$ cat config.mk
export PLATFORM = sky130hd
export DESIGN_NAME = hirq_top
export DESIGN_NICKNAME = d
export VERILOG_FILES = /design/src/hw/hirq_top.v /design/src/hw/hirq_sticky.v /design/src/hw/hirq_timeout.v
export VERILOG_INCLUDE_DIRS = /design/src /design/src/inc
export SDC_FILE = /design/constraint.sdc
export NUM_CORES = 1
export LEC_CHECK = 0
export CORE_UTILIZATION = 45
export CTS_CLUSTER_SIZE = 14
export DETAILED_ROUTE_END_ITERATION = 10
export DONT_BUFFER_PORTS = 1
export MAX_ROUTING_LAYER = met4
export PLACE_DENSITY = 0.68
export SLEW_MARGIN = 40
export SYNTH_ARGS = -nofsm -noshare
export SYNTH_HDL_FRONTEND = slang
export SYNTH_SLANG_ARGS = --single-unit
$ cat constraint.sdc
create_clock -name core_clk -period 3.2 [get_ports core_clk]
set_input_delay 0.64 -clock core_clk [delete_from_list [all_inputs] [get_ports core_clk]]
set_output_delay 0.64 -clock core_clk [all_outputs]
set_load 0.02 [all_outputs]
$ cat src/inc/hirq_consts.vh
`ifndef HIRQ_CONSTS_VH
`define HIRQ_CONSTS_VH

// Register indices; byte address is four times the index
`define HIRQ_IDX_SUMMARY 8'h20
`define HIRQ_IDX_TMO_CTRL 8'h24
`define HIRQ_IDX_BUS_ERR 8'h26
`define HIRQ_IDX_BE_EN 8'h28
`define HIRQ_IDX_PIN_CTRL 8'h2A
`define HIRQ_IDX_EVT_STATUS 8'h30
`define HIRQ_IDX_EVT_CLEAR 8'h31
`define HIRQ_IDX_EVT_ENABLE 8'h32

// Interrupt summary fields
`define HIRQ_SUM_HOST 0
`define HIRQ_SUM_VSYNC 2
`define HIRQ_SUM_GPIO 3

// Host time-out control fields
`define HIRQ_TMO_EN 7
`define HIRQ_TMO_VAL_HI 6
`define HIRQ_TMO_RST 8'h7F
`define HIRQ_TMO_OFF 7'h00

// Bus error status and enable fields
`define HIRQ_BE_WR 0
`define HIRQ_BE_RD 1
`define HIRQ_BE_RST 2'h0

// Pin control fields
`define HIRQ_PIN_POL 11
`define HIRQ_PIN_DRV 13
`define HIRQ_PIN_EN 15
`define HIRQ_PIN_RST 3'h0

// Own event status layout
`define HIRQ_EVT_RD 0
`define HIRQ_EVT_WR 1
`define HIRQ_EVT_WAIT 2
`define HIRQ_EVT_W 3
`define HIRQ_EVT_RST 3'h0

// AXI responses
`define HIRQ_RESP_OKAY 2'h0
`define HIRQ_RESP_SLVERR 2'h2

`endif

$ cat src/hw/hirq_top.v
`timescale 1ns/1ns
`include "hirq_consts.vh"

module hirq_top #(
    parameter AW = 8,
    parameter GPIO_W = 32
) (
    input wire core_clk,
    input wire rst,
    input wire [AW-1:0] s_axi_awaddr,
    input wire s_axi_awvalid,
    output reg s_axi_awready,
    input wire [31:0] s_axi_wdata,
    input wire [3:0] s_axi_wstrb,
    input wire s_axi_wvalid,
    output reg s_axi_wready,
    output reg [1:0] s_axi_bresp,
    output reg s_axi_bvalid,
    input wire s_axi_bready,
    input wire [AW-1:0] s_axi_araddr,
    input wire s_axi_arvalid,
    output reg s_axi_arready,
    output reg [31:0] s_axi_rdata,
    output reg [1:0] s_axi_rresp,
    output reg s_axi_rvalid,
    input wire s_axi_rready,
    input wire [GPIO_W-1:0] port_gpio_status,
    input wire vsync_status,
    input wire wait_tmo_evt,
    input wire host_rd_busy,
    input wire host_wr_busy,
    output reg host_irq_pin_o,
    output reg host_irq_pin_oe_n,
    output reg irq
);
    localparam [15:0] ZERO16 = 16'h0000;

    // Write channel holding
    reg aw_hold_q;
    reg [AW-1:0] aw_addr_q;
    reg w_hold_q;
    reg [31:0] w_data_q;
    reg [3:0] w_strb_q;

    // Registers
    reg [7:0] tmo_ctrl_q;
    reg [1:0] be_en_q;
    reg [2:0] pin_ctl_q;
    reg [`HIRQ_EVT_W-1:0] evt_en_q;

    wire [`HIRQ_EVT_W-1:0] evt_q;
    wire [1:0] bus_err_q;
    wire host_flag_q;
    wire rd_tmo;
    wire wr_tmo;

    wire aw_fire;
    wire w_fire;
    wire do_write;
    wire [7:0] wr_idx;
    wire [7:0] rd_idx;
    wire [15:0] wmask;
    wire [15:0] wval;
    wire wr_hit;
    wire gpio_flag;
    wire [15:0] summary;
    wire req_active;

    reg [1:0] be_clr;
    reg [1:0] be_set;
    reg host_clr;
    reg [`HIRQ_EVT_W-1:0] evt_clr;
    reg [`HIRQ_EVT_W-1:0] evt_set;
    reg [31:0] rd_mux;
    reg rd_ok;

    assign aw_fire = s_axi_awvalid && s_axi_awready;
    assign w_fire = s_axi_wvalid && s_axi_wready;
    // Write commits once both halves are held and no response stands
    assign do_write = aw_hold_q && w_hold_q && !s_axi_bvalid;
    // Word index, padded back to the width of the map constants
    assign wr_idx = {2'b00, aw_addr_q[AW-1:2]};
    assign rd_idx = {2'b00, s_axi_araddr[AW-1:2]};
    assign wmask = {{8{w_strb_q[1]}}, {8{w_strb_q[0]}}};
    assign wval = w_data_q[15:0];

    // Mapped words answer OKAY even where the write has no effect
    assign wr_hit = (wr_idx == `HIRQ_IDX_SUMMARY) ||
        (wr_idx == `HIRQ_IDX_TMO_CTRL) ||
        (wr_idx == `HIRQ_IDX_BUS_ERR) ||
        (wr_idx == `HIRQ_IDX_BE_EN) ||
        (wr_idx == `HIRQ_IDX_PIN_CTRL) ||
        (wr_idx == `HIRQ_IDX_EVT_STATUS) ||
        (wr_idx == `HIRQ_IDX_EVT_CLEAR) ||
        (wr_idx == `HIRQ_IDX_EVT_ENABLE);

    // GPIO and vsync summary flags are live views of their sources; the host flag is sticky
    assign gpio_flag = |port_gpio_status;

    // Reserved summary bits always read as zero
    function [15:0] hirq_summary;
        input gpio;
        input vsync;
        input host;
        reg [15:0] v;
        begin
            v = ZERO16;
            v[`HIRQ_SUM_GPIO] = gpio;
            v[`HIRQ_SUM_VSYNC] = vsync;
            v[`HIRQ_SUM_HOST] = host;
            hirq_summary = v;
        end
    endfunction

    assign summary = hirq_summary(gpio_flag, vsync_status, host_flag_q);
    assign req_active = pin_ctl_q[2] && (summary != ZERO16);

    // Access supervision, read and write watched alike
    // Counters restart with every access, so one slow access flags once
    hirq_timeout #(
        .W(7)
    ) u_rd_tmo (
        .core_clk(core_clk),
        .rst(rst),
        .busy(host_rd_busy),
        .enable(tmo_ctrl_q[`HIRQ_TMO_EN]),
        .limit(tmo_ctrl_q[`HIRQ_TMO_VAL_HI:0]),
        .tmo_q(rd_tmo)
    );

    hirq_timeout #(
        .W(7)
    ) u_wr_tmo (
        .core_clk(core_clk),
        .rst(rst),
        .busy(host_wr_busy),
        .enable(tmo_ctrl_q[`HIRQ_TMO_EN]),
        .limit(tmo_ctrl_q[`HIRQ_TMO_VAL_HI:0]),
        .tmo_q(wr_tmo)
    );

    // Bus error flags: set only while enabled, cleared by writing zero
    // A time-out in the same cycle as the clear keeps its flag
    always @* begin
        be_set = 2'h0;
        be_set[`HIRQ_BE_RD] = rd_tmo && be_en_q[`HIRQ_BE_RD];
        be_set[`HIRQ_BE_WR] = wr_tmo && be_en_q[`HIRQ_BE_WR];
        be_clr = 2'h0;
        host_clr = 1'b0;
        if (do_write && (wr_idx == `HIRQ_IDX_BUS_ERR)) begin
            be_clr = wmask[1:0] & ~wval[1:0];
            host_clr = ((bus_err_q & ~be_clr) == 2'h0);
        end
    end

    hirq_sticky #(
        .W(2)
    ) u_bus_err (
        .core_clk(core_clk),
        .rst(rst),
        .set(be_set),
        .clr(be_clr),
        .flag_q(bus_err_q)
    );

    hirq_sticky #(
        .W(1)
    ) u_host_flag (
        .core_clk(core_clk),
        .rst(rst),
        .set((|be_set) || wait_tmo_evt),
        .clr(host_clr),
        .flag_q(host_flag_q)
    );

    // Own event status, cleared by writing ones to the clear register
    always @* begin
        evt_set = `HIRQ_EVT_RST;
        evt_set[`HIRQ_EVT_RD] = rd_tmo;
        evt_set[`HIRQ_EVT_WR] = wr_tmo;
        evt_set[`HIRQ_EVT_WAIT] = wait_tmo_evt;
        evt_clr = `HIRQ_EVT_RST;
        if (do_write && (wr_idx == `HIRQ_IDX_EVT_CLEAR) && w_strb_q[0]) begin
            evt_clr = w_data_q[`HIRQ_EVT_W-1:0];
        end
    end

    hirq_sticky #(
        .W(`HIRQ_EVT_W)
    ) u_evt (
        .core_clk(core_clk),
        .rst(rst),
        .set(evt_set),
        .clr(evt_clr),
        .flag_q(evt_q)
    );

    // AXI write address and data, taken in either order
    // Readys stay low until the response is taken: one write at a time
    always @(posedge core_clk or posedge rst) begin
        if (rst) begin
            aw_hold_q <= 1'b0;
            aw_addr_q <= {AW{1'b0}};
            s_axi_awready <= 1'b1;
            w_hold_q <= 1'b0;
            w_data_q <= 32'h00000000;
            w_strb_q <= 4'h0;
            s_axi_wready <= 1'b1;
            s_axi_bvalid <= 1'b0;
            s_axi_bresp <= `HIRQ_RESP_OKAY;
        end else begin
            if (aw_fire) begin
                aw_hold_q <= 1'b1;
                aw_addr_q <= s_axi_awaddr;
                s_axi_awready <= 1'b0;
            end
            if (w_fire) begin
                w_hold_q <= 1'b1;
                w_data_q <= s_axi_wdata;
                w_strb_q <= s_axi_wstrb;
                s_axi_wready <= 1'b0;
            end
            if (do_write) begin
                aw_hold_q <= 1'b0;
                w_hold_q <= 1'b0;
                s_axi_bvalid <= 1'b1;
                s_axi_bresp <= wr_hit ? `HIRQ_RESP_OKAY : `HIRQ_RESP_SLVERR;
            end else if (s_axi_bvalid && s_axi_bready) begin
                s_axi_bvalid <= 1'b0;
                s_axi_awready <= 1'b1;
                s_axi_wready <= 1'b1;
            end
        end
    end

    // Writable control registers
    // Reserved bits of each word are dropped on write
    always @(posedge core_clk or posedge rst) begin
        if (rst) begin
            tmo_ctrl_q <= `HIRQ_TMO_RST;
            be_en_q <= `HIRQ_BE_RST;
            pin_ctl_q <= `HIRQ_PIN_RST;
            evt_en_q <= `HIRQ_EVT_RST;
        end else if (do_write) begin
            if (wr_idx == `HIRQ_IDX_TMO_CTRL) begin
                if (w_strb_q[0]) begin
                    tmo_ctrl_q <= wval[7:0];
                end
            end else if (wr_idx == `HIRQ_IDX_BE_EN) begin
                if (w_strb_q[0]) begin
                    be_en_q <= wval[1:0];
                end
            end else if (wr_idx == `HIRQ_IDX_PIN_CTRL) begin
                if (w_strb_q[1]) begin
                    pin_ctl_q <= {wval[`HIRQ_PIN_EN], wval[`HIRQ_PIN_DRV], wval[`HIRQ_PIN_POL]};
                end
            end else if (wr_idx == `HIRQ_IDX_EVT_ENABLE) begin
                if (w_strb_q[0]) begin
                    evt_en_q <= w_data_q[`HIRQ_EVT_W-1:0];
                end
            end
        end
    end

    // Read mux; summary writes are ignored, reserved bits read zero
    always @* begin
        rd_mux = 32'h00000000;
        rd_ok = 1'b1;
        if (rd_idx == `HIRQ_IDX_SUMMARY) begin
            rd_mux[15:0] = summary;
        end else if (rd_idx == `HIRQ_IDX_TMO_CTRL) begin
            rd_mux[7:0] = tmo_ctrl_q;
        end else if (rd_idx == `HIRQ_IDX_BUS_ERR) begin
            rd_mux[1:0] = bus_err_q;
        end else if (rd_idx == `HIRQ_IDX_BE_EN) begin
            rd_mux[1:0] = be_en_q;
        end else if (rd_idx == `HIRQ_IDX_PIN_CTRL) begin
            rd_mux[`HIRQ_PIN_EN] = pin_ctl_q[2];
            rd_mux[`HIRQ_PIN_DRV] = pin_ctl_q[1];
            rd_mux[`HIRQ_PIN_POL] = pin_ctl_q[0];
        end else if (rd_idx == `HIRQ_IDX_EVT_STATUS) begin
            rd_mux[`HIRQ_EVT_W-1:0] = evt_q;
        end else if (rd_idx == `HIRQ_IDX_EVT_CLEAR) begin
            rd_mux = 32'h00000000;
        end else if (rd_idx == `HIRQ_IDX_EVT_ENABLE) begin
            rd_mux[`HIRQ_EVT_W-1:0] = evt_en_q;
        end else begin
            rd_ok = 1'b0;
        end
    end

    // AXI read channel, one cycle from address to data
    // Data registered from the live mux at the address handshake
    always @(posedge core_clk or posedge rst) begin
        if (rst) begin
            s_axi_arready <= 1'b1;
            s_axi_rvalid <= 1'b0;
            s_axi_rdata <= 32'h00000000;
            s_axi_rresp <= `HIRQ_RESP_OKAY;
        end else begin
            if (s_axi_arvalid && s_axi_arready) begin
                s_axi_arready <= 1'b0;
                s_axi_rvalid <= 1'b1;
                s_axi_rdata <= rd_mux;
                s_axi_rresp <= rd_ok ? `HIRQ_RESP_OKAY : `HIRQ_RESP_SLVERR;
            end else if (s_axi_rvalid && s_axi_rready) begin
                s_axi_rvalid <= 1'b0;
                s_axi_arready <= 1'b1;
            end
        end
    end

    // Host request pin and level interrupt
    // Pin floats only for active low with drive off; pull-up makes idle high
    // Disabled pin shows no request rather than a frozen level
    always @(posedge core_clk or posedge rst) begin
        if (rst) begin
            host_irq_pin_o <= 1'b0;
            host_irq_pin_oe_n <= 1'b1;
            irq <= 1'b0;
        end else begin
            host_irq_pin_o <= pin_ctl_q[0] ? req_active : !req_active;
            host_irq_pin_oe_n <= !pin_ctl_q[1] && !pin_ctl_q[0] && !req_active;
            irq <= |(evt_q & evt_en_q);
        end
    end
endmodule // hirq_top

$ cat src/hw/hirq_sticky.v
`timescale 1ns/1ns
// Sticky flags; a set in the same cycle as its clear wins
module hirq_sticky #(
    parameter W = 1
) (
    input wire core_clk,
    input wire rst,
    input wire [W-1:0] set,
    input wire [W-1:0] clr,
    output reg [W-1:0] flag_q
);
    always @(posedge core_clk or posedge rst) begin
        if (rst) begin
            flag_q <= {W{1'b0}};
        end else begin
            flag_q <= (flag_q & ~clr) | set;
        end
    end
endmodule // hirq_sticky

$ cat src/hw/hirq_timeout.v
`timescale 1ns/1ns
`include "hirq_consts.vh"
// Counts cycles of one host access, pulses once when it outlasts the limit
module hirq_timeout #(
    parameter W = 7
) (
    input wire core_clk,
    input wire rst,
    input wire busy,
    input wire enable,
    input wire [W-1:0] limit,
    output reg tmo_q
);
    reg [W:0] cnt_q;
    reg fired_q;
    wire hit;

    assign hit = busy && enable && (limit != {W{1'b0}}) && (cnt_q >= {1'b0, limit}) && !fired_q;

    always @(posedge core_clk or posedge rst) begin
        if (rst) begin
            cnt_q <= {(W+1){1'b0}};
            fired_q <= 1'b0;
            tmo_q <= 1'b0;
        end else begin
            tmo_q <= hit;
            if (!busy) begin
                cnt_q <= {(W+1){1'b0}};
                fired_q <= 1'b0;
            end else begin
                if (cnt_q != {(W+1){1'b1}}) begin
                    cnt_q <= cnt_q + {{W{1'b0}}, 1'b1};
                end
                if (hit) begin
                    fired_q <= 1'b1;
                end
            end
        end
    end
endmodule // hirq_timeout

Word-level counts from Yosys, hierarchy flattened
Index checks and enable logic that the tools add are counted.
Word-level totals
  word-level logic and storage cells: 184
  register bits after elaboration: 114
  input port bits: 95
  output and inout port bits: 44
Operators by class
  equality and inequality tests: 22
  bitwise operators: 17
  reductions and logical operators: 51
  add/subtract/negate cells: 2
  multiplexer cells: 61
  order comparisons: 2
Operators by type and width (count)
  29-bit two-way mux: 5
  6-bit == test, second input constant: 16
  30-bit two-way mux: 2
  16-bit two-way mux: 3
  8-bit two-way mux: 5
  1-bit two-way mux: 35
  32-bit OR reduction: 1
  24-bit two-way mux: 1
  1-bit logical AND: 23
  8-bit by 1-bit adder with 8-bit output, second input constant: 2
  8-bit by 7-bit >= comparator with 1-bit output: 2
  8-bit != test, second input constant: 2
  16-bit nonzero test: 1
  3-bit two-way mux: 4
  11-bit two-way mux: 1
  2-bit two-way mux: 5
  1-bit logical OR: 8
  2-bit by 1-bit != test with 1-bit output, second input constant: 4
  2-bit nonzero test: 4
  7-bit nonzero test: 1
  2-bit AND: 3
  3-bit AND: 2
  1-bit zero test: 6
  2-bit NOT: 3
  13 further kinds: 16

Depth between registers and ports, before layout
Gate-level depths: netlist (run 1).
  depth after elaboration: 11
  gate-level depth with buffers: 6
  depth with buffers taken out: 6

Modules after synthesis
Synthesis (run 1) repeated with hierarchy kept, for this count alone.
Second synthesis, totals
  cells, all modules: 431
  area, all modules: 4489.3 um^2
By module, submodules not included
  hirq_top: area each 2904.0 um^2, seq. area each 1465.2 um^2, cells each 266, times used 1
  hirq_timeout: area each 678.2 um^2, seq. area each 250.2 um^2, cells each 72, times used 2
  hirq_sticky (u_evt): area each 112.6 um^2, seq. area each 75.1 um^2, cells each 10, times used 1
  hirq_sticky (u_bus_err): area each 76.3 um^2, seq. area each 50.0 um^2, cells each 7, times used 1
  hirq_sticky (u_host_flag): area each 40.0 um^2, seq. area each 25.0 um^2, cells each 4, times used 1

Worst setup path after synthesis (run 1)
OpenSTA, ideal clock, no wires.
  kind: reg-to-reg
  start: register tmo_ctrl_q[4]
  end: register u_wr_tmo.fired_q
  path slack: 1.435 ns
  arrival time: 1.627 ns
  stages on the path, launching flop included: 7
  required time: 3.063 ns
  library setup time: 0.137 ns
  clock period less this slack: 1.765 ns
  path buffers: 0
  path through: dfstp_2 inv_1 ha_1 a21o_1 a2111oi_0 o21a_1 o21ai_0
Between the ends
  word-level cells in the longest chain between the ends: 5
  elaborated cells between the ends (all ways): 6
  classes of those cells: order compare: 1; eq/ne: 1; reduce/logical: 4
Ends and longest elaborated chain
  from (decl): line hirq_top.v:46  | reg [7:0] tmo_ctrl_q;
  from (signal assigned): line hirq_top.v:240  | tmo_ctrl_q <= `HIRQ_TMO_RST;
  from (signal assigned): line hirq_top.v:247  | tmo_ctrl_q <= wval[7:0];
  parallel branches: the longest is 2 deep, another holds 8-bit by 7-bit >= comparator with 1-bit output
  1-bit logical AND * (2 in a row): line hirq_timeout.v:18  | assign hit = busy && enable && (limit != {W{1'b0}}) && (cnt_q >= {1'b0, limit}) && !fired_q;
  2-bit by 1-bit != test with 1-bit output (no source line) *
  to (signal assigned): line hirq_timeout.v:23  | fired_q <= 1'b0;
  to (signal assigned): line hirq_timeout.v:29  | fired_q <= 1'b0;
  to (signal assigned): line hirq_timeout.v:35  | fired_q <= 1'b1;
  to (decl): line hirq_timeout.v:15  | reg fired_q;
Every way passes the cells marked *.
A chain may end at the register's enable or synchronous reset.

Worst setup path after layout (run 1)
Same ends and word-level chain as after synthesis.

==> results of run 1 <==
==> layout make-up <==
| type | instances | area (sq um) | area share (%) |
|---|---|---|---|
| flip-flops and latches | 84 | 2120 | 45.8 |
| multi-input cells | 281 | 2020 | 43.8 |
| well taps | 129 | 161 | 3.50 |
| clock buffers | 10 | 138 | 2.98 |
| clock inverters | 6 | 95.1 | 2.06 |
| inverters | 18 | 68.8 | 1.49 |
| repair buffers | 2 | 15.0 | 0.325 |
| diodes | 1 | 2.50 | 0.0542 |
==> how the worst min path moves through the flow <==
| stage | startpoint | endpoint | depth (start not counted) |
|---|---|---|---|
| 6_report | rst | u_wr_tmo.cnt_q[0]$_DFFE_PP0P_ | 1 |
| 4_1_cts | rst | u_wr_tmo.cnt_q[0]$_DFFE_PP0P_ | 1 |
| 2_1_floorplan | pin_ctl_q[1]$_DFFE_PP0P_ | host_irq_pin_oe_n$_DFF_PP1_ | 1 |
| 5_1_grt | rst | u_wr_tmo.cnt_q[0]$_DFFE_PP0P_ | 1 |
| 3_5_place_dp | u_rd_tmo.fired_q$_DFFE_PP0P_ | u_rd_tmo.tmo_q$_DFF_PP0_ | 1 |
| 3_3_place_gp | u_wr_tmo.fired_q$_DFFE_PP0P_ | u_wr_tmo.tmo_q$_DFF_PP0_ | 1 |
==> routing by layer <==
layer,global-route usage [%],vias up
li1,-,1394
met1,24.2,1437
met2,32.6,122
met3,5.15,14
met4,6.24,0
met5,-,-
==> where the power goes <==
part	internal [W]	switching, W
sequential	0.00135	0.000352
combinational	0.000337	0.000283
clock	0.000468	0.000398
total	0.00215	0.00103
==> sequential cells by signal, indices dropped and copies added (netlist names), 2 cells and up <==
signal,cells
u_wr_tmo.cnt_q,8
aw_addr_q,6
w_strb_q,2
pin_ctl_q,3
tmo_ctrl_q,8
be_en_q,2
w_data_q,11
u_evt.flag_q,3
u_bus_err.flag_q,2
u_rd_tmo.cnt_q,8
evt_en_q,3
s_axi_rdata,11
==> logic make-up (layout without fill, tap and decap cells) <==
kind of cell    Yosys count  in the layout  share of synthesized area, %
flops                    84             84                          48.8
simple gates            126            126                          17.1
other cells               1             24                        0.0864
mux                      41             41                          10.5
buf+inv                  49             36                          6.60
compound gates           68             68                          10.8
fa+ha+maj                17             17                          4.84
xor+xnor                  6              6                          1.21
==> metrics by stage <==
step                worst slack, ps  cell area, sq um  power, W
finish                         1130              4620   0.00318
global route                   1080              4620   0.00337
CTS                            1120              4610   0.00321
detailed placement             1130              4380   0.00235
global placement               1240              4380   0.00230
floorplan                       413              4420   0.00219
==> worst reg2reg max path, stage by stage (launching register included) <==
cell and delay [ps]:
dfstp_2 580, inv_1 80, ha_1 310, a21o_1 160, a2111oi_0 500, o21a_1 210
o21ai_0 90
==> cells in the final DEF, fill, tap and decap left out, types with 3 or more instances in the layout <==
cell	n
clkbuf_8	10
and4_1	4
and2_1	5
a21o_1	5
nor2_1	17
nand3_1	11
ha_1	16
inv_1	17
mux2i_1	4
and3_1	4
nor3_1	5
mux2_2	37
a22o_1	3
a21oi_1	8
nand2b_1	3
o21ai_0	20
nor4_1	11
conb_1	23
nand4_1	7
a31oi_1	7
dfrtp_1	73
xnor2_1	5
dfstp_2	11
clkinv_4	3
nand2_1	35
==> results.py, run 1 <==
metrics = {
    "status": {
        "status": "completed",
    },
    "grt": {
        "antenna_found_initial": 1,
        "grt_pass1_vias": 3011,
        "grt_pass1_wl_um": 14800,
        "grt_usage_pct": 19.9,
        "grt_overflow_total": 0,
        "grt_max_degree": 34,
    },
    "synthesis": {
        "yosysMostFrequentCell": "dfrtp_1",
        "synthArstFlopShare_pct": 100,
        "ys_top_cells_by_area": "dfrtp_1 (42%), mux2_2 (9.6%), dfstp_2 (6.7%), ha_1 (4.6%), buf_4 (4.3%)",
        "synth_top_area_share_pct": 42.1,
        "synth_area_sq_um": 4340,
        "synth_cell_types": 62,
        "synth_ff_type": "dfrtp_1",
        "postSynthAreaPerCell_sq_um": 11.1,
        "synthCells": 392,
        "ys_warn_count": 0,
        "synth_edf_count": 0,
        "synth-seq-cells": 84,
        "synth_seq_area_share_pct": 48.8,
        "synth_top_area_cell": "dfrtp_1",
        "yosys-top-cells-count": "dfrtp_1 (73), mux2_2 (37), nand2_1 (35)",
    },
    "critical_path": {
        "critPathBufInv": 1,
        "r2r-start": "tmo_ctrl_q[4]$_DFFE_PP1P_",
        "crit_path_end_kind": "register",
        "r2r_slack_ps": 1130,
        "path_class": "register to register",
        "endpoint": "u_wr_tmo.fired_q$_DFFE_PP0P_",
        "cp_top_family": "compound AO/OA/AOI/OAI gates",
        "max_stage_delay_ps": 580,
        "path_max_fanout": 4,
        "crit_start": "tmo_ctrl_q[4]$_DFFE_PP1P_",
        "start_kind": "register",
        "timing.rr.end": "u_wr_tmo.fired_q$_DFFE_PP0P_",
        "cp.arrival_ps": 2290,
        "worstPathRequired_ps": 3430,
        "cp.depth": 6,
        "path_cells": "inv_1, ha_1, a21o_1, a2111oi_0, o21a_1, o21ai_0",
        "critPathSlowestCell": "dfstp_2",
        "worstRegToRegCells": 6,
    },
    "floorplanning": {
        "std_cell_rows": 35,
        "die_h_um": 100,
        "die_x_um": 100,
        "ios": 139,
        "start_util_pct": 46.7,
        "fp.dieArea_sq_um": 10000,
        "coreArea_sq_um": 9280,
    },
    "clock_network": {
        "clkSlewWorstSetupHoldPaths_ps": 90,
        "max-clock-path-buffers": 2,
        "cts.sinks": 84,
        "hold_buffers": 0,
        "ctsResizeCount": 0,
        "h-tree-depth": 3,
        "clock_latency_ps": 360,
        "clockRootBuffer": "clkbuf_8",
        "cts_tree": "done",
        "cts_setup_buffers": 0,
        "cts_made_buffers": 9,
    },
    "route": {
        "num_vias": 2967,
        "wl_met1_um": 4030,
        "wire_per_inst_um": 17.0,
        "wl_met2_um": 4330,
        "drt_iter0_drc": 74,
        "wl_met3_um": 536,
        "avgViaCountPerCell": 5.59,
        "routed_wl_um": 9040,
        "top_layer": "met4",
        "drc": 0,
        "first_pass_iters": 5,
        "drt.antenna.violating_nets": 0,
    },
    "timing": {
        "finalSetupViolations": 0,
        "rsz0062_at_grt": "no",
        "timing.hold.ws_ps": 121,
        "drv_slew": 0,
        "finalClockSkew_ps": 11.0,
        "tightest_slew_ps": 705,
        "finalCritPeriodShare_pct": 64.6,
        "fin_crit_ps": 2070,
        "fmax_ghz": 0.483,
        "setup_tns_ps": 0,
        "hold_violations": 0,
        "max-slew-margin-rel_pct": 52.6,
    },
    "finish": {
        "final_nets": 507,
        "fill_cells": 853,
        "finish.utilization_pct": 49.7,
        "area_delta_synth_final_pct": 6.37,
        "final_cells": 531,
        "drive_above_1_share_pct": 19.7,
    },
    "power_and_ir_drop": {
        "p_leak_nw": 2.04,
        "power_density_nw_per_um2": 690,
        "vdd_ir_drop_max_mv": 0.344,
    },
    "place": {
        "dpl.cell_count": 514,
        "place.gp.congestion": 0.902,
        "portBuffers": 0,
        "hpwl_um": 6960,
    },
    "job": {
        "drv_cap": 0,
    },
    "hold_path": {
        "hp-class": "input pin to async pin",
    },
}
Note: power is estimated with default switching activity, not from simulation.
==> run 2: changes to the inputs <==
ABC_AREA = 1   (was unset)
PLACE_DENSITY = 0.7   (was 0.68)
clock period = 1.71 ns   (was 3.2 ns; I/O delays follow)
==> run 2 against run 1 <==
  * Clock skew increased by 2.1 ps
  * Routed wire length rose by 2.9%
  * Design area up 5.7%
  * Critical path type unchanged
  * Area after synthesis is 4.4% higher
  * Maximum frequency is 31% higher
  * Total power rose by 88%
  * Critical endpoint is now u_rd_tmo.fired_q$_DFFE_PP0P_
  * Sequential power rose by 75%
==> results.py, run 2 <==
metrics = {
    "synthesis": {
        "synthArstFlopShare_pct": 100,
        "synth_seq_area_share_pct": 46.7,
        "synth_ff_type": "dfrtp_1",
        "synth-seq-cells": 84,
        "yosys-top-cells-count": "nand2_1 (147), inv_1 (75), dfrtp_1 (73)",
        "synth_top_area_share_pct": 40.3,
        "postSynthAreaPerCell_sq_um": 7.99,
        "synthCells": 567,
        "synth_edf_count": 0,
        "yosysMostFrequentCell": "nand2_1",
        "synth_top_area_cell": "dfrtp_1",
        "ys_top_cells_by_area": "dfrtp_1 (40%), nand2_1 (12%), dfstp_2 (6.4%), inv_1 (6.2%), o21ai_0 (5.1%)",
        "synth_cell_types": 39,
        "synth_area_sq_um": 4530,
        "ys_warn_count": 0,
    },
    "timing": {
        "setup_tns_ps": 0,
        "hold_violations": 0,
        "finalSetupViolations": 0,
        "fin_crit_ps": 1590,
        "drv_slew": 0,
        "rsz0062_at_grt": "no",
        "finalClockSkew_ps": 13.1,
        "finalCritPeriodShare_pct": 92.7,
        "fmax_ghz": 0.631,
    },
    "finish": {
        "final_common_cell": "nand2_1",
        "design_area_sq_um": 4880,
        "mostFrequentLayoutCells": "nand2_1 (146), inv_1 (72), dfrtp_1 (71)",
        "top_regs": "s_axi_rdata (11), w_data_q (11)",
        "drive_above_1_share_pct": 12.2,
        "fill_cells": 911,
        "finish.utilization_pct": 49.9,
        "antennaDiodeCount": 0,
        "area_delta_synth_final_pct": 7.71,
        "final_nets": 689,
    },
    "critical_path": {
        "r2r-start": "tmo_ctrl_q[1]$_DFFE_PP1P_",
        "path_max_fanout": 3,
        "crit_start": "tmo_ctrl_q[1]$_DFFE_PP1P_",
        "endpoint": "u_rd_tmo.fired_q$_DFFE_PP0P_",
        "start_kind": "register",
        "cp.arrival_ps": 1840,
        "worstPathRequired_ps": 1970,
        "path_class": "register to register",
        "r2r_slack_ps": 120,
        "crit_path_end_kind": "register",
        "worstRegToRegCells": 8,
        "timing.rr.end": "u_rd_tmo.fired_q$_DFFE_PP0P_",
    },
    "clock_network": {
        "clkSlewWorstSetupHoldPaths_ps": 90,
        "clockRootBuffer": "clkbuf_8",
        "cts_tree": "done",
        "h-tree-depth": 3,
        "cts_made_buffers": 9,
        "cts.sinks": 84,
        "max-clock-path-buffers": 2,
        "clock_latency_ps": 360,
    },
    "route": {
        "num_vias": 3571,
        "wire_per_inst_um": 13.0,
        "first_pass_iters": 4,
        "drt_iter0_drc": 149,
        "wl_met2_um": 4390,
        "avgViaCountPerCell": 4.99,
        "wl_met3_um": 570,
        "wl_met1_um": 4210,
        "top_layer": "met4",
        "drt.antenna.violating_nets": 0,
        "routed_wl_um": 9310,
        "drc": 0,
    },
    "floorplanning": {
        "std_cell_rows": 36,
        "coreArea_sq_um": 9770,
        "start_util_pct": 46.3,
        "fp.dieArea_sq_um": 10500,
        "die_h_um": 102,
        "ios": 139,
        "die_x_um": 102,
    },
    "grt": {
        "grt_usage_pct": 20.4,
        "grt_overflow_total": 0,
        "antenna_found_initial": 0,
        "grt_pass1_wl_um": 15900,
        "grt_max_degree": 47,
        "grt_pass1_vias": 3447,
    },
    "status": {
        "status": "completed",
    },
    "power_and_ir_drop": {
        "power_density_nw_per_um2": 1230,
        "p_leak_nw": 2.50,
        "vdd_ir_drop_max_mv": 0.646,
    },
    "place": {
        "portBuffers": 0,
        "place.gp.congestion": 0.865,
        "hpwl_um": 7180,
        "place_area_sq_um": 4640,
    },
    "hold_path": {
        "hp-class": "input pin to register",
    },
    "job": {
        "drv_cap": 0,
    },
}
[run 2: changes by cell type in the layout (fill, tap and decap cells not counted), sizes merged, moves of 5 or more]
cell	previous run	this run
buf	2	7
a21oi	8	20
inv	18	79
xnor2	5	0
a31oi	7	1
nor2	17	64
mux2	37	1
nand2	37	149
nor3	6	11
nand3	11	30
nor4	11	0
o21ai	21	55
a21o	5	0
[run 2: kinds of logic after synthesis]
kind of cell / count (synthesis) / share of synthesized area, %
buffers and inverters: 109 / 11.2
AOI/OAI and AO/OA: 80 / 9.73
xor gates and xnor gates: 1 / 0.193
and+or+nand+nor: 272 / 26.8
adders and majority gates: 16 / 4.42
other: 1 / 0.0828
muxes: 4 / 0.912
DFF: 84 / 46.7
[run 2: power by group]
part / switching (W) / internal (W) / leakage, nW / total (W)
Combinational: 0.00108 / 0.000569 / 1.34 / 0.00165
Clock: 0.000731 / 0.000653 / 0.0990 / 0.00138
Sequential: 0.000452 / 0.00252 / 1.05 / 0.00297
Total: 0.00227 / 0.00374 / 2.50 / 0.00600
[run 2: worst max-delay path, stage by stage, from the launching register on]
cell and delay (ps):
dfstp_2 550, inv_1 110, ha_1 340, a21oi_1 140, o21ai_0 80, nand2_1 60, nand3_1 60, nand2_1 80
nand2_1 50
[run 2: metrics by stage]
stage               hold WS, ps  total power (W)  cells  setup slack, ps
finish                     57.9          0.00600    716              125
floorplan                   389          0.00424    589              229
global route               45.6          0.00647    716             10.9
detailed placement          199          0.00463    699             53.5
CTS                        50.4          0.00603    716             43.7
global placement            195          0.00454    699              128
[run 2: routing by layer]
metal,vias up,global-route usage [%]
li1,1781,-
met1,1651,24.3
met2,126,33.5
met3,13,5.61
met4,0,6.59
met5,-,-
[run 2: area by class of cell]
type                    instances  area [sq um]  share of cell area [%]
well taps                     133           166                    3.41
inverters                      79           303                    6.21
clock buffers                  12           165                    3.39
repair buffers                  8          75.1                    1.54
multi-input cells             396          2020                    41.4
flip-flops and latches         84          2120                    43.4
clock inverters                 4          30.0                   0.616
[run 2: repair_timing]
action | 4_1_cts | 5_1_grt
endpoints found under the hold margin | 10 | 0
setup buffers | 0 | 0
gates resized for setup | 0 | 9
hold buffers | 1 | 0
setup endpoints to repair | 0 | 7
[run 2: worst min path at each step]
stage               cells after the start                           to                     start
global placement                        1   s_axi_rresp[1]$_DFFE_PP0P_                       rst
CTS                                     1       s_axi_wready$_DFF_PP1_              s_axi_wvalid
global route                            1       s_axi_wready$_DFF_PP1_              s_axi_wvalid
finish                                  1       s_axi_wready$_DFF_PP1_              s_axi_wvalid
floorplan                               1  host_irq_pin_oe_n$_DFF_PP1_  pin_ctl_q[1]$_DFFE_PP0P_
detailed placement                      1   s_axi_rresp[1]$_DFFE_PP0P_                       rst
==> run 3: changes to the inputs <==
CORE_MARGIN = 8   (was unset)
HOLD_SLACK_MARGIN = 0.08   (was unset)
==> run 3 against run 2 <==
  * Routed wire length rose by 14%
  * Clock power barely moved
  * Sequential cell count did not move
  * First-iteration DRC count rose by 23%
  * Utilization rose by 1.3 points
  * Clock skew fell by 1.3 ps
  * Sequential share of layout area fell by 1.2 points
  * Total power rose by 1.4%
  * Maximum frequency fell by 3.6%
  * Die area rose by 29%
  * Largest cell class unchanged
  * Highest routed layer unchanged
==> results.py, run 3 (same netlist as run 2, synthesis figures left out) <==
metrics = {
    "status": {
        "status": "completed",
    },
    "route": {
        "routed_wl_um": 10700,
        "drc": 0,
        "drt.antenna.violating_nets": 0,
        "wire_per_inst_um": 14.6,
        "num_vias": 3644,
        "avgViaCountPerCell": 4.99,
        "drt_iter0_drc": 184,
        "first_pass_iters": 4,
    },
    "floorplanning": {
        "die_h_um": 116,
        "die_x_um": 116,
        "ios": 139,
        "fp.dieArea_sq_um": 13500,
        "coreArea_sq_um": 9770,
        "std_cell_rows": 36,
        "start_util_pct": 46.3,
    },
    "critical_path": {
        "worstRegToRegCells": 9,
        "worstPathRequired_ps": 2010,
        "path_max_fanout": 3,
        "start_kind": "register",
        "path_class": "register to register",
        "r2r-start": "tmo_ctrl_q[4]$_DFFE_PP1P_",
        "cp.arrival_ps": 1950,
        "crit_path_end_kind": "register",
        "crit_start": "tmo_ctrl_q[4]$_DFFE_PP1P_",
    },
    "timing": {
        "fmax_ghz": 0.608,
        "worst_slack_ps": 65.6,
        "fin_crit_ps": 1640,
        "finalClockSkew_ps": 11.8,
        "rsz0062_at_grt": "yes",
        "finalCritPeriodShare_pct": 96.2,
        "drv_slew": 0,
        "hold_violations": 0,
        "finalSetupViolations": 0,
        "setup_tns_ps": 0,
    },
    "power_and_ir_drop": {
        "vdd_ir_drop_max_mv": 0.778,
        "swShare_pct": 38.7,
        "p_comb_share_pct": 28.7,
        "p_leak_nw": 2.55,
        "switchingPower_w": 0.00236,
        "intPower_w": 0.00373,
        "clkPwrFrac_pct": 22.2,
        "power_density_nw_per_um2": 1220,
        "total_power_w": 0.00609,
        "pwr-share-seq_pct": 49.2,
    },
    "finish": {
        "final_common_cell": "nand2_1",
        "final_cells": 730,
        "multi_input_area_sq_um": 2020,
        "mostFrequentLayoutCells": "nand2_1 (147), inv_1 (72), dfrtp_1 (72)",
        "final_nets": 703,
        "area_delta_synth_final_pct": 10.6,
        "fill_cells": 957,
        "top_regs": "s_axi_rdata (11), w_data_q (11)",
        "regArea_sq_um": 2120,
        "antennaDiodeCount": 0,
        "drive_above_1_share_pct": 12.2,
    },
    "grt": {
        "grt_usage_pct": 16.8,
        "grt_pass1_wl_um": 17300,
        "grt_max_degree": 60,
        "antenna_found_initial": 0,
        "grt_pass1_vias": 3643,
        "grt_overflow_total": 0,
    },
    "clock_network": {
        "cts_made_buffers": 9,
        "max-clock-path-buffers": 2,
        "clockRootBuffer": "clkbuf_8",
        "clkSlewWorstSetupHoldPaths_ps": 90,
        "h-tree-depth": 3,
        "cts.sinks": 84,
        "clock_latency_ps": 360,
        "cts_tree": "done",
    },
    "hold_path": {
        "hold_path_depth": 2,
        "hold_start": "host_wr_busy",
        "hp-class": "input pin to register",
    },
    "place": {
        "dpl.cell_count": 699,
        "portBuffers": 0,
        "hpwl_um": 8080,
        "dp_slack_ps": 95.2,
        "place.gp.congestion": 0.854,
    },
    "job": {
        "drv_cap": 0,
    },
}
run 3: cell count changes in the layout (fill, tap and decap cells not counted), moves of 2 or more:
| cell | before | now |
|---|---|---|
| dlygate4sd3_1 | 1 | 12 |
| buf_4 | 6 | 9 |
| clkbuf_8 | 12 | 10 |
| clkinv_4 | 1 | 3 |
| nor2_1 | 60 | 58 |
| nor2_2 | 2 | 4 |
| nor3_1 | 6 | 8 |
| nor3_2 | 3 | 1 |
run 3: power groups by stage:
stage | registers (W) | logic [W] | clock network, W
6_report | 0.00299 | 0.00174 | 0.00135
5_1_grt | 0.00306 | 0.00201 | 0.00148
4_1_cts | 0.00299 | 0.00167 | 0.00140
3_5_place_dp | 0.00302 | 0.00164 | 0
3_3_place_gp | 0.00300 | 0.00156 | 0
2_1_floorplan | 0.00292 | 0.00132 | 0
run 3: through the flow:
step	instance area [sq um]	util (%)	hold slack [ps]
after floorplan	4610	-	389
after global placement	4640	47.5	231
after detailed placement	4640	47.5	236
after CTS	4940	50.6	81.2
after global routing	5010	51.2	80.2
final	5010	51.2	96.8
run 3: repair_timing:
item                                    in CTS  in global routing
hold endpoints to repair                    26                  0
resized for setup                            0                  8
setup buffers                                0                  3
endpoints found under the setup margin       0                  6
hold buffers                                12                  0
run 3: final cells by class:
| type | count | area share (%) |
|---|---|---|
| multi-input combinational | 396 | 40.4 |
| tap | 133 | 3.32 |
| sequential | 84 | 42.3 |
| clock buffer | 10 | 2.75 |
| inverter | 79 | 6.12 |
| timing repair buffer | 22 | 4.15 |
| clock inverter | 6 | 0.950 |
run 3: worst paths after layout:
path                                                  to  slack [ps]
max                             u_rd_tmo.tmo_q$_DFF_PP0_          70
max reg2reg                     u_rd_tmo.tmo_q$_DFF_PP0_          70
min in group asynchronous  u_rd_tmo.cnt_q[7]$_DFFE_PP0P_         460
min                         u_wr_tmo.fired_q$_DFFE_PP0P_         100
min reg2reg                     u_rd_tmo.tmo_q$_DFF_PP0_         430
max in group asynchronous      tmo_ctrl_q[3]$_DFFE_PP1P_         590
run 3: worst max-delay path: stages (launching register included):
cell        delay [ps]
dfstp_2            550
clkinvlp_4         100
buf_4              160
ha_1               270
nand2_1             60
nor2_2             120
nand4_1             90
nand3_1             90
nand2_1             70
nor2_1              90
run 3: layer usage:
metal	vias up	routed length [um]	part of all wire [%]	global-route usage, %
met5	-	0	0	-
met4	0	157	1.5	6.40
met3	12	1000	9.4	5.12
met2	122	5110	48	27.6
met1	1698	4390	41	19.1
li1	1812	-	-	-
